File: src/rtl/hbad_defs.svh
// shared constants for the host bus address decoder
`ifndef HBAD_DEFS_SVH
`define HBAD_DEFS_SVH
`define HBAD_AW            23
`define HBAD_DW            16
`define HBAD_BOOT_STROBES  4'h8
`define HBAD_CLK_NS        25
`define HBAD_OFFB_DLY_NS   200
`define HBAD_OFFB_CYC      ((`HBAD_OFFB_DLY_NS + `HBAD_CLK_NS - 1) / `HBAD_CLK_NS)
`define HBAD_OFFB_CYC_W    4'(`HBAD_OFFB_CYC)
`define HBAD_SEL_W         24
`endif

File: src/rtl/hbad_pkg.sv
// types shared by both ends of the host bus
package hbad_pkg;
  typedef enum logic [3:0] {
    HBAD_IDLE = 4'h1,
    HBAD_WAIT = 4'h2,
    HBAD_ACK  = 4'h4,
    HBAD_DONE = 4'h8
  } hbad_state_t;
endpackage

File: src/rtl/hbad_bus_if.sv
// host bus carrier between host and decoder
`timescale 1ns/100ps
interface hbad_bus_if;
  logic [22:0] addr;
  logic [15:0] wdata;
  logic [15:0] rdata;
  logic        address_strobe_n;
  logic        upper_byte_strobe_n;
  logic        lower_byte_strobe_n;
  logic        read_not_write;
  logic        function_code_bit2;
  logic        transfer_ack_n;
  logic        bus_request_n;
  logic        bus_grant_n;
  modport host (
    output addr, wdata, address_strobe_n, upper_byte_strobe_n,
    output lower_byte_strobe_n, read_not_write, function_code_bit2,
    output bus_grant_n,
    input  rdata, transfer_ack_n, bus_request_n
  );
  modport decoder (
    input  addr, wdata, address_strobe_n, upper_byte_strobe_n,
    input  lower_byte_strobe_n, read_not_write, function_code_bit2,
    input  bus_grant_n,
    output rdata, transfer_ack_n, bus_request_n
  );
endinterface

File: src/rtl/hbad_decoder.sv
// address decoder and transfer acknowledge for the host bus
// Function
// 23-bit word address, 16-bit data, byte lanes
// single master, no bus request or grant
// read: strobes together, decoder acknowledges
// off-board cycles acknowledge 200 ns late
// host captures data and releases strobes
// write acknowledge triggered by byte strobes
// acknowledge may come from other sources
// sram selects, low window blocked at boot
// flash banks, bank one serves boot vectors
// audio dac selects in 512-byte windows
// internal block selects in 512-byte windows
// two radio io selects, gap selects nothing
// serial port and timer chip selects
// shared auxiliary select 080000-0fffff
// acquisition ram select, video ram unused
// peripheral space answered off-board
// wattmeter and instrument bus windows
// serial config eeprom access window
// selects are active-low pulses per cycle
// acknowledge line is wired-or open drain
// strobe count saturates at eight
// unused ranges get no select, no ack
`timescale 1ns/100ps
`include "hbad_defs.svh"
module hbad_decoder (
  input  wire logic        sys_clk,
  input  wire logic        rst_n,
  hbad_bus_if.decoder      bus,
  input  wire logic [15:0] target_rdata,
  output logic      [15:0] target_wdata,
  output logic             ram_even_select_n,
  output logic             ram_odd_select_n,
  output logic             flash_bank_one_select_n,
  output logic             flash_bank_two_select_n,
  output logic             acq_ram_select_n,
  output logic             ext_modulation_dac_select_n,
  output logic             tone_pair_dac_select_n,
  output logic             khz_dac_select_n,
  output logic             coded_tone_dac_select_n,
  output logic             tone_gen_select_n,
  output logic             tone_rcv_select_n,
  output logic             int_ctl_select_n,
  output logic             cfg_eeprom_select_n,
  output logic             scope_select_n,
  output logic             freq_cnt_select_n,
  output logic             tone_blk_select_n,
  output logic             latch_select_n,
  output logic             keypad_select_n,
  output logic             video_select_n,
  output logic             timer_ctl_select_n,
  output logic             radio_io_select_one_n,
  output logic             radio_io_select_two_n,
  output logic             serial_port_select_n,
  output logic             ext_timer_select_n,
  output logic             aux_peripheral_select_n,
  output logic             option_mem_select_n,
  output logic             wattmeter_range_select_n,
  output logic             wattmeter_zero_select_n,
  output logic             instr_bus_select_n,
  output logic             ack_out,
  output logic             ack_oe
);

  hbad_pkg::hbad_state_t state_ff;
  hbad_pkg::hbad_state_t nxt_state;
  logic [3:0]  boot_cnt_ff;
  logic [3:0]  wait_cnt_ff;
  logic [23:0] sel_ff;
  logic [15:0] rdata_ff;
  logic [15:0] wdata_ff;
  logic        as_prev_ff;

  // word address: a[n] is byte address bit n+1, byte bit 0 comes from the lane strobes
  wire [22:0] a = bus.addr;
  // count on strobe release so a write's late data phase still sees boot
  wire        as_rise = ~as_prev_ff & bus.address_strobe_n;
  wire        boot = (boot_cnt_ff != `HBAD_BOOT_STROBES);
  wire        ds_act = ~bus.upper_byte_strobe_n | ~bus.lower_byte_strobe_n;
  wire        periph = bus.function_code_bit2 & a[22];

  // 512-byte window index for the 004000-005fff area
  function automatic logic blk(input logic [22:0] ad, input logic [3:0] n);
    blk = (ad[22:12] == 11'h002) & (ad[11:8] == n);
  endfunction

  // region decode, continuous so the select bank is one flop later
  wire low_win   = (a[22:13] == 10'h000);
  wire d_ram_lo  = low_win & ~boot;
  wire d_ram_hi  = ~a[22] & (a[21:19] == 3'h1);
  wire d_fl_one  = (~a[22] & (a[21:19] == 3'h4 | a[21:19] == 3'h5))
                 | (low_win & boot);
  wire d_fl_two  = ~a[22] & (a[21:19] == 3'h6 | a[21:19] == 3'h7);
  wire d_acq     = ~a[22] & (a[21:19] == 3'h3);
  wire d_ser     = (a[22:16] == 7'h02);
  wire d_tmr     = (a[22:16] == 7'h03);
  wire d_aux     = (a[22:18] == 5'h01);
  wire d_rio1    = (a[22:11] == 12'h006);
  wire d_rio2    = (a[22:11] == 12'h007);
  wire d_optm    = periph & (a[21:17] == 5'h00 | a[21:15] == 7'h04);
  wire d_wrng    = periph & (a == 23'h43_0000);
  wire d_wzero   = periph & (a == 23'h43_1800);
  wire d_ibus    = periph & (a[21:11] == 11'h064);
  wire offboard  = periph | d_aux | d_rio1 | d_rio2;

  // every on-board or off-board hit; video ram and gaps are not here
  wire [23:0] hit = {d_ram_lo | d_ram_hi, d_fl_one, d_fl_two, d_acq,
                     blk(a, 4'h0), blk(a, 4'h1), blk(a, 4'h2),
                     blk(a, 4'h3), blk(a, 4'h4), blk(a, 4'h5),
                     blk(a, 4'h6), blk(a, 4'h7), blk(a, 4'h8),
                     blk(a, 4'ha), blk(a, 4'hb), blk(a, 4'hc),
                     blk(a, 4'hd), blk(a, 4'he), blk(a, 4'hf),
                     d_rio1 | d_rio2, d_ser | d_tmr, d_aux, d_optm,
                     d_wrng | d_wzero | d_ibus};
  wire mapped = |hit;

  // a cycle is decoded once strobes say the data phase is live
  wire go = ~bus.address_strobe_n & ds_act & mapped;

  // cycle state: wait for byte strobes, delay off-board, hold ack
  always_comb begin
    nxt_state = state_ff;
    case (state_ff)
      hbad_pkg::HBAD_IDLE: if (go) nxt_state = offboard ?
                             hbad_pkg::HBAD_WAIT : hbad_pkg::HBAD_ACK;
      hbad_pkg::HBAD_WAIT: if (wait_cnt_ff == 4'h1)
                             nxt_state = hbad_pkg::HBAD_ACK;
      hbad_pkg::HBAD_ACK:  if (bus.address_strobe_n)
                             nxt_state = hbad_pkg::HBAD_IDLE;
      default:             nxt_state = hbad_pkg::HBAD_IDLE;
    endcase
    if (bus.address_strobe_n) nxt_state = hbad_pkg::HBAD_IDLE;
  end

  always_ff @(posedge sys_clk) begin
    if (!rst_n) state_ff <= hbad_pkg::HBAD_IDLE;
    else        state_ff <= nxt_state;
  end

  // off-board hold-off counter, 200 ns or eight sys_clk clocks
  always_ff @(posedge sys_clk) begin
    if (!rst_n)                                wait_cnt_ff <= 4'h0;
    else if (state_ff == hbad_pkg::HBAD_IDLE)  wait_cnt_ff <= `HBAD_OFFB_CYC_W;
    else if (wait_cnt_ff != 4'h0)              wait_cnt_ff <= wait_cnt_ff - 4'h1;
  end

  // boot strobe counter saturates; only reset restarts redirection
  always_ff @(posedge sys_clk) begin
    if (!rst_n) begin
      boot_cnt_ff <= 4'h0;
      as_prev_ff  <= 1'b1;
    end else begin
      as_prev_ff <= bus.address_strobe_n;
      if (as_rise & boot) boot_cnt_ff <= boot_cnt_ff + 4'h1;
    end
  end

  // selects are held from decode until the strobe rises, so the
  // release is the rising edge that clocks the target latch
  always_ff @(posedge sys_clk) begin
    if (!rst_n || bus.address_strobe_n) sel_ff <= '0;
    else if (state_ff == hbad_pkg::HBAD_IDLE && go) sel_ff <= hit;
  end

  // data paths registered; read data caught while the strobe is low,
  // so it is already valid at the edge where the host sees the ack
  always_ff @(posedge sys_clk) begin
    if (!rst_n) begin
      rdata_ff <= 16'h0000;
      wdata_ff <= 16'h0000;
    end else begin
      if (!bus.address_strobe_n) rdata_ff <= target_rdata;
      if (!bus.read_not_write && go) wdata_ff <= bus.wdata;
    end
  end

  // byte lanes steer the sram even and odd halves
  wire ram_hit = sel_ff[23];
  assign ram_even_select_n  = ~(ram_hit & ~bus.upper_byte_strobe_n);
  assign ram_odd_select_n   = ~(ram_hit & ~bus.lower_byte_strobe_n);
  assign flash_bank_one_select_n     = ~sel_ff[22];
  assign flash_bank_two_select_n     = ~sel_ff[21];
  assign acq_ram_select_n            = ~sel_ff[20];
  assign ext_modulation_dac_select_n = ~sel_ff[19];
  assign tone_pair_dac_select_n      = ~sel_ff[18];
  assign khz_dac_select_n            = ~sel_ff[17];
  assign coded_tone_dac_select_n     = ~sel_ff[16];
  assign tone_gen_select_n           = ~sel_ff[15];
  assign tone_rcv_select_n           = ~sel_ff[14];
  assign int_ctl_select_n            = ~sel_ff[13];
  assign cfg_eeprom_select_n         = ~sel_ff[12];
  assign scope_select_n              = ~sel_ff[11];
  assign freq_cnt_select_n           = ~sel_ff[10];
  assign tone_blk_select_n           = ~sel_ff[9];
  assign latch_select_n              = ~sel_ff[8];
  assign keypad_select_n             = ~sel_ff[7];
  assign video_select_n              = ~sel_ff[6];
  assign timer_ctl_select_n          = ~sel_ff[5];
  assign radio_io_select_one_n = ~(sel_ff[4] & ~a[11]);
  assign radio_io_select_two_n = ~(sel_ff[4] & a[11]);
  assign serial_port_select_n  = ~(sel_ff[3] & ~a[16]);
  assign ext_timer_select_n    = ~(sel_ff[3] & a[16]);
  assign aux_peripheral_select_n  = ~sel_ff[2];
  assign option_mem_select_n      = ~sel_ff[1];
  assign wattmeter_range_select_n = ~(sel_ff[0] & ~a[13] & ~a[12]);
  assign wattmeter_zero_select_n  = ~(sel_ff[0] & ~a[13] & a[12]);
  assign instr_bus_select_n       = ~(sel_ff[0] & a[13]);

  // open-drain ack: pull low only, other sources may share the line
  assign ack_out = 1'b0;
  assign ack_oe  = (state_ff == hbad_pkg::HBAD_ACK);
  assign bus.transfer_ack_n = ~ack_oe;
  assign bus.rdata = rdata_ff;
  assign target_wdata = wdata_ff;
  assign bus.bus_request_n = 1'b1;
endmodule

File: src/flat_wrapper.sv
// flat-port wrapper written by rule: the top's interface ports become plain ports
module hbad_decoder_flat 
  (sys_clk, rst_n, target_rdata, target_wdata, ram_even_select_n, ram_odd_select_n, flash_bank_one_select_n, flash_bank_two_select_n, acq_ram_select_n, ext_modulation_dac_select_n, tone_pair_dac_select_n, khz_dac_select_n, coded_tone_dac_select_n, tone_gen_select_n, tone_rcv_select_n, int_ctl_select_n, cfg_eeprom_select_n, scope_select_n, freq_cnt_select_n, tone_blk_select_n, latch_select_n, keypad_select_n, video_select_n, timer_ctl_select_n, radio_io_select_one_n, radio_io_select_two_n, serial_port_select_n, ext_timer_select_n, aux_peripheral_select_n, option_mem_select_n, wattmeter_range_select_n, wattmeter_zero_select_n, instr_bus_select_n, ack_out, ack_oe, bus_addr, bus_wdata, bus_address_strobe_n, bus_upper_byte_strobe_n, bus_lower_byte_strobe_n, bus_read_not_write, bus_function_code_bit2, bus_bus_grant_n, bus_rdata, bus_transfer_ack_n, bus_bus_request_n);
  hbad_bus_if bus_i ();
  input  wire logic sys_clk;
  input  wire logic rst_n;
  input  wire logic [15:0] target_rdata;
  output logic      [15:0] target_wdata;
  output logic ram_even_select_n;
  output logic ram_odd_select_n;
  output logic flash_bank_one_select_n;
  output logic flash_bank_two_select_n;
  output logic acq_ram_select_n;
  output logic ext_modulation_dac_select_n;
  output logic tone_pair_dac_select_n;
  output logic khz_dac_select_n;
  output logic coded_tone_dac_select_n;
  output logic tone_gen_select_n;
  output logic tone_rcv_select_n;
  output logic int_ctl_select_n;
  output logic cfg_eeprom_select_n;
  output logic scope_select_n;
  output logic freq_cnt_select_n;
  output logic tone_blk_select_n;
  output logic latch_select_n;
  output logic keypad_select_n;
  output logic video_select_n;
  output logic timer_ctl_select_n;
  output logic radio_io_select_one_n;
  output logic radio_io_select_two_n;
  output logic serial_port_select_n;
  output logic ext_timer_select_n;
  output logic aux_peripheral_select_n;
  output logic option_mem_select_n;
  output logic wattmeter_range_select_n;
  output logic wattmeter_zero_select_n;
  output logic instr_bus_select_n;
  output logic ack_out;
  output logic ack_oe;
  input wire logic [$bits(bus_i.addr)-1:0] bus_addr;
  input wire logic [$bits(bus_i.wdata)-1:0] bus_wdata;
  input wire logic [$bits(bus_i.address_strobe_n)-1:0] bus_address_strobe_n;
  input wire logic [$bits(bus_i.upper_byte_strobe_n)-1:0] bus_upper_byte_strobe_n;
  input wire logic [$bits(bus_i.lower_byte_strobe_n)-1:0] bus_lower_byte_strobe_n;
  input wire logic [$bits(bus_i.read_not_write)-1:0] bus_read_not_write;
  input wire logic [$bits(bus_i.function_code_bit2)-1:0] bus_function_code_bit2;
  input wire logic [$bits(bus_i.bus_grant_n)-1:0] bus_bus_grant_n;
  output wire logic [$bits(bus_i.rdata)-1:0] bus_rdata;
  output wire logic [$bits(bus_i.transfer_ack_n)-1:0] bus_transfer_ack_n;
  output wire logic [$bits(bus_i.bus_request_n)-1:0] bus_bus_request_n;
  assign bus_i.addr = bus_addr;
  assign bus_i.wdata = bus_wdata;
  assign bus_i.address_strobe_n = bus_address_strobe_n;
  assign bus_i.upper_byte_strobe_n = bus_upper_byte_strobe_n;
  assign bus_i.lower_byte_strobe_n = bus_lower_byte_strobe_n;
  assign bus_i.read_not_write = bus_read_not_write;
  assign bus_i.function_code_bit2 = bus_function_code_bit2;
  assign bus_i.bus_grant_n = bus_bus_grant_n;
  assign bus_rdata = bus_i.rdata;
  assign bus_transfer_ack_n = bus_i.transfer_ack_n;
  assign bus_bus_request_n = bus_i.bus_request_n;
  hbad_decoder u_core (.sys_clk(sys_clk), .rst_n(rst_n), .bus(bus_i), .target_rdata(target_rdata), .target_wdata(target_wdata), .ram_even_select_n(ram_even_select_n), .ram_odd_select_n(ram_odd_select_n), .flash_bank_one_select_n(flash_bank_one_select_n), .flash_bank_two_select_n(flash_bank_two_select_n), .acq_ram_select_n(acq_ram_select_n), .ext_modulation_dac_select_n(ext_modulation_dac_select_n), .tone_pair_dac_select_n(tone_pair_dac_select_n), .khz_dac_select_n(khz_dac_select_n), .coded_tone_dac_select_n(coded_tone_dac_select_n), .tone_gen_select_n(tone_gen_select_n), .tone_rcv_select_n(tone_rcv_select_n), .int_ctl_select_n(int_ctl_select_n), .cfg_eeprom_select_n(cfg_eeprom_select_n), .scope_select_n(scope_select_n), .freq_cnt_select_n(freq_cnt_select_n), .tone_blk_select_n(tone_blk_select_n), .latch_select_n(latch_select_n), .keypad_select_n(keypad_select_n), .video_select_n(video_select_n), .timer_ctl_select_n(timer_ctl_select_n), .radio_io_select_one_n(radio_io_select_one_n), .radio_io_select_two_n(radio_io_select_two_n), .serial_port_select_n(serial_port_select_n), .ext_timer_select_n(ext_timer_select_n), .aux_peripheral_select_n(aux_peripheral_select_n), .option_mem_select_n(option_mem_select_n), .wattmeter_range_select_n(wattmeter_range_select_n), .wattmeter_zero_select_n(wattmeter_zero_select_n), .instr_bus_select_n(instr_bus_select_n), .ack_out(ack_out), .ack_oe(ack_oe));
endmodule
File: config.mk
export PLATFORM = sky130hd
export DESIGN_NAME = hbad_decoder_flat
export DESIGN_NICKNAME = d
export VERILOG_FILES = /design/src/rtl/hbad_pkg.sv /design/src/rtl/hbad_bus_if.sv /design/src/rtl/hbad_decoder.sv /design/src/flat_wrapper.sv
export VERILOG_INCLUDE_DIRS = /design/src /design/src/rtl
export SDC_FILE = /design/constraint.sdc
export NUM_CORES = 1
export LEC_CHECK = 0
export ABC_AREA = 1
export BUFFER_PORTS_ARGS = -buffer_cell sky130_fd_sc_hd__buf_2
export CORE_UTILIZATION = 35
export CTS_CLUSTER_SIZE = 28
export DETAILED_ROUTE_END_ITERATION = 12
export PLACE_DENSITY = 0.71
export SLEW_MARGIN = 15
export SYNTH_ARGS = -nofsm -noshare
export SYNTH_HDL_FRONTEND = slang
export SYNTH_SLANG_ARGS = --single-unit
export TNS_END_PERCENT = 100
File: constraint.sdc
create_clock -name sys_clk -period 2.4 [get_ports sys_clk]
set_clock_uncertainty 0.15 [all_clocks]
set_input_delay 0.24 -clock sys_clk [delete_from_list [all_inputs] [get_ports sys_clk]]
set_output_delay 0.24 -clock sys_clk [all_outputs]
set_load 0.02 [all_outputs]
==> results.json <==
{
  "grt.met2_usage": 0.2829,
  "crit_required_ps": 2490,
  "grt_util_met1": 0.2135,
  "syn_area_per_cell_um2": 6.309,
  "min_to": "u_core.target_wdata[0]",
  "status": "complete, no violations",
  "vdd_drop_max_v": 0.0003259,
  "grt_pass1_vias": 3465,
  "whs_path_depth": 5,
  "netlist_top_cells_area": "dfxtp_1, nand2_1, inv_1, nor2_1, nand3_1",
  "slew_violations": 0,
  "max_cap_viol_count": 0,
  "critical-path-max-stage-delay_ps": 370,
  "worstMarginPinSlew_ps": 511.8,
  "mappedNetlistNets": 658,
  "num_vias": 3727,
  "layout_commonest_cell": "nand2_1",
  "crit_type": "flip-flop to flip-flop",
  "whs_ps": 31.27,
  "cts_max_path_buffers": 2,
  "areaGrowthSynthToFinish_pct": 29.92,
  "use_met3": 0.02371,
  "startpoint_type": "flip-flop",
  "drt-initial-drc-count": 176,
  "max_freq_mhz": 469.5,
  "synth-seq-cells": 68,
  "synth_area_leader_cell": "dfxtp_1",
  "dr.pass1.iters": 4,
  "timing.rr.start": "u_core.boot_cnt_ff[0]",
  "antenna_cells": 0,
  "hold_path_class": "input port to flip-flop",
  "clockRootBuffer": "clkbuf_8",
  "grt_max_degree": 37,
  "r2r_end": "u_core.sel_ff[5]",
  "port_buffers": 124,
  "htree_levels": 3,
  "routed_via_density": 4.279,
  "final_cell_mix": "nand2_1, buf_2, inv_1",
  "die_w_um": 105.1,
  "min-delay-start": "bus_wdata[0]",
  "finalHoldViolations": 0,
  "yosysWarnings": 0,
  "crit_top_cell": "nand2_1",
  "drc": 0,
  "gr-usage-all-layers": 0.1698,
  "p_per_area_nw_per_um2": 544.0,
  "fillers": 1111,
  "post_cts_buffers": 0,
  "cp_data_arrival_time_ps": 2220,
  "wl_um": 9195,
  "fin_total_pwr_mw": 2.631,
  "p_leak_nw": 2.530,
  "place_ws_ps": 165.9,
  "numCtsBuffers": 9,
  "finalSetupViolations": 0,
  "setup_slack_ps": 270.1,
  "synthesis.area_um2": 3722,
  "synth_top_area_frac": 0.3657,
  "slew_headroom": 0.6588,
  "gp_congestion": 0.8819,
  "antenna_found_initial": 0,
  "async_reset_ff_frac": 0,
  "ys_types": 36,
  "yosysSeqAreaShare": 0.3657,
  "cts_num_sinks": 68,
  "reg2reg_depth": 16,
  "period_share": 0.8875,
  "cp_max_fo": 28,
  "path_cells": "inv_1 > ha_1 > nand3_1 > inv_1 > nand3_1 > nand2_1 > nor2_1 > nand2_1 > nor2_2 > nand2_4 > nand2_8 > inv_4 > nand2_8 > nand2_1 > inv_2 > nor2_1",
  "synth_cells": 590,
  "worst_path_max_delay_cell": "dfxtp_1",
  "start_util": 0.3606,
  "grt_overflow": 0,
  "clkLatencyLatePin_ps": 350,
  "synth_flop_cell": "dfxtp_1",
  "ant_nets": 0,
  "core_area_um2": 10320,
  "die_area_um2": 11050,
  "die_y_um": 105.1,
  "dp_hpwl_um": 6728,
  "setup_tns_ps": 0,
  "period_needed_ps": 2130,
  "rrSetupSlack_ps": 270,
  "crit_path_end_kind": "flip-flop",
  "rsz0062_at_grt": "false",
  "cts_tree": "built",
  "drive_gt1_frac": 0.2816,
  "nNetsFinal": 798,
  "grt_pass1_wl_um": 15330,
  "clkTransAtPathRegs_ps": 90,
  "num_io_pins": 128,
  "wl_per_cell_um": 10.56,
  "synth_edf_count": 0,
  "gr-max-usage-layer": "met2",
  "rows": 37
}
-- where the power goes --
part / switching, mW / internal [mW] / leakage, nW
clock network: 0.474 / 0.483 / 0.0918
logic: 0.303 / 0.173 / 1.88
registers: 0.0213 / 1.18 / 0.554
-- cells by family (layout without fill, tap and decap cells) --
kind of cell | after synthesis | in the layout | share of synthesized area
simple gates | 337 | 337 | 0.4108
compound gates | 37 | 37 | 0.05210
other cells | 2 | 2 | 0.002018
flops | 68 | 68 | 0.3657
xor+xnor | 1 | 1 | 0.002353
fa+ha+maj | 5 | 5 | 0.01681
buf+inv | 140 | 285 | 0.1503
-- how the worst max path moves through the flow --
stage	start	end	slack [ps]	cells past startpoint
after floorplan	u_core.boot_cnt_ff[0]	u_core.target_wdata[12]	450	17
after global placement	u_core.boot_cnt_ff[0]	u_core.target_wdata[1]	180	16
after detailed placement	u_core.boot_cnt_ff[0]	u_core.target_wdata[1]	170	16
after CTS	u_core.boot_cnt_ff[0]	u_core.target_wdata[15]	160	16
after global routing	u_core.boot_cnt_ff[0]	u_core.sel_ff[12]	30	16
final	u_core.boot_cnt_ff[0]	u_core.sel_ff[5]	270	16
-- metal layers --
metal | vias to the layer above | share of wire
li1 | 2035 | -
met1 | 1593 | 0.48
met2 | 77 | 0.46
met3 | 22 | 0.031
met4 | 0 | 0.030
met5 | - | 0
-- cell usage after synthesis, drive strengths merged, types with 3 or more instances --
cell / count
o21ai: 13
clkbuf: 8
nand3: 46
buf: 9
nor2: 98
dfxtp: 68
a21oi: 20
nand2: 178
nor3b: 3
nor3: 7
inv: 122
ha: 5
-- flip-flops by register name, indices dropped and copies added, names as in the netlist --
name,cells
u_core.target_wdata,16
u_core.as_prev_ff,1
u_core.bus.rdata,16
u_core.sel_ff,24
u_core.state_ff,3
u_core.boot_cnt_ff,4
u_core.wait_cnt_ff,4
-- critical path, delay by kind of cell (launching register included) --
family / cells / cell delay [ps]
flops: 1 / 370
buf+inv: 4 / 250
simple gates: 11 / 1050
fa+ha+maj: 1 / 190
-- final cells by class --
cell class                      count  area [um2]  area share
Multi-Input combinational cell    382        1813      0.3749
Sequential cell                    68        1361      0.2815
Timing Repair Buffer              146       825.8      0.1708
Inverter                          123       466.7     0.09651
Tap cell                          136       170.2     0.03519
Clock buffer                        9       123.9     0.02561
Clock inverter                      7       75.07     0.01552
-- repair_timing --
action | in CTS | in global routing
hold endpoints to repair | 16 | 0
endpoints found under the setup margin | 0 | 35
hold buffers | 16 | 0
gates resized for setup | 0 | 3
-- stage by stage --
| stage | util | instances | cell area (um2) |
|---|---|---|---|
| floorplan | - | 590 | 3722 |
| global placement | 0.4326 | 839 | 4466 |
| detailed placement | 0.4326 | 839 | 4466 |
| CTS | 0.4673 | 871 | 4825 |
| global route | 0.4684 | 871 | 4836 |
| finish | 0.4684 | 871 | 4836 |
(Power assumes the default switching activity.)
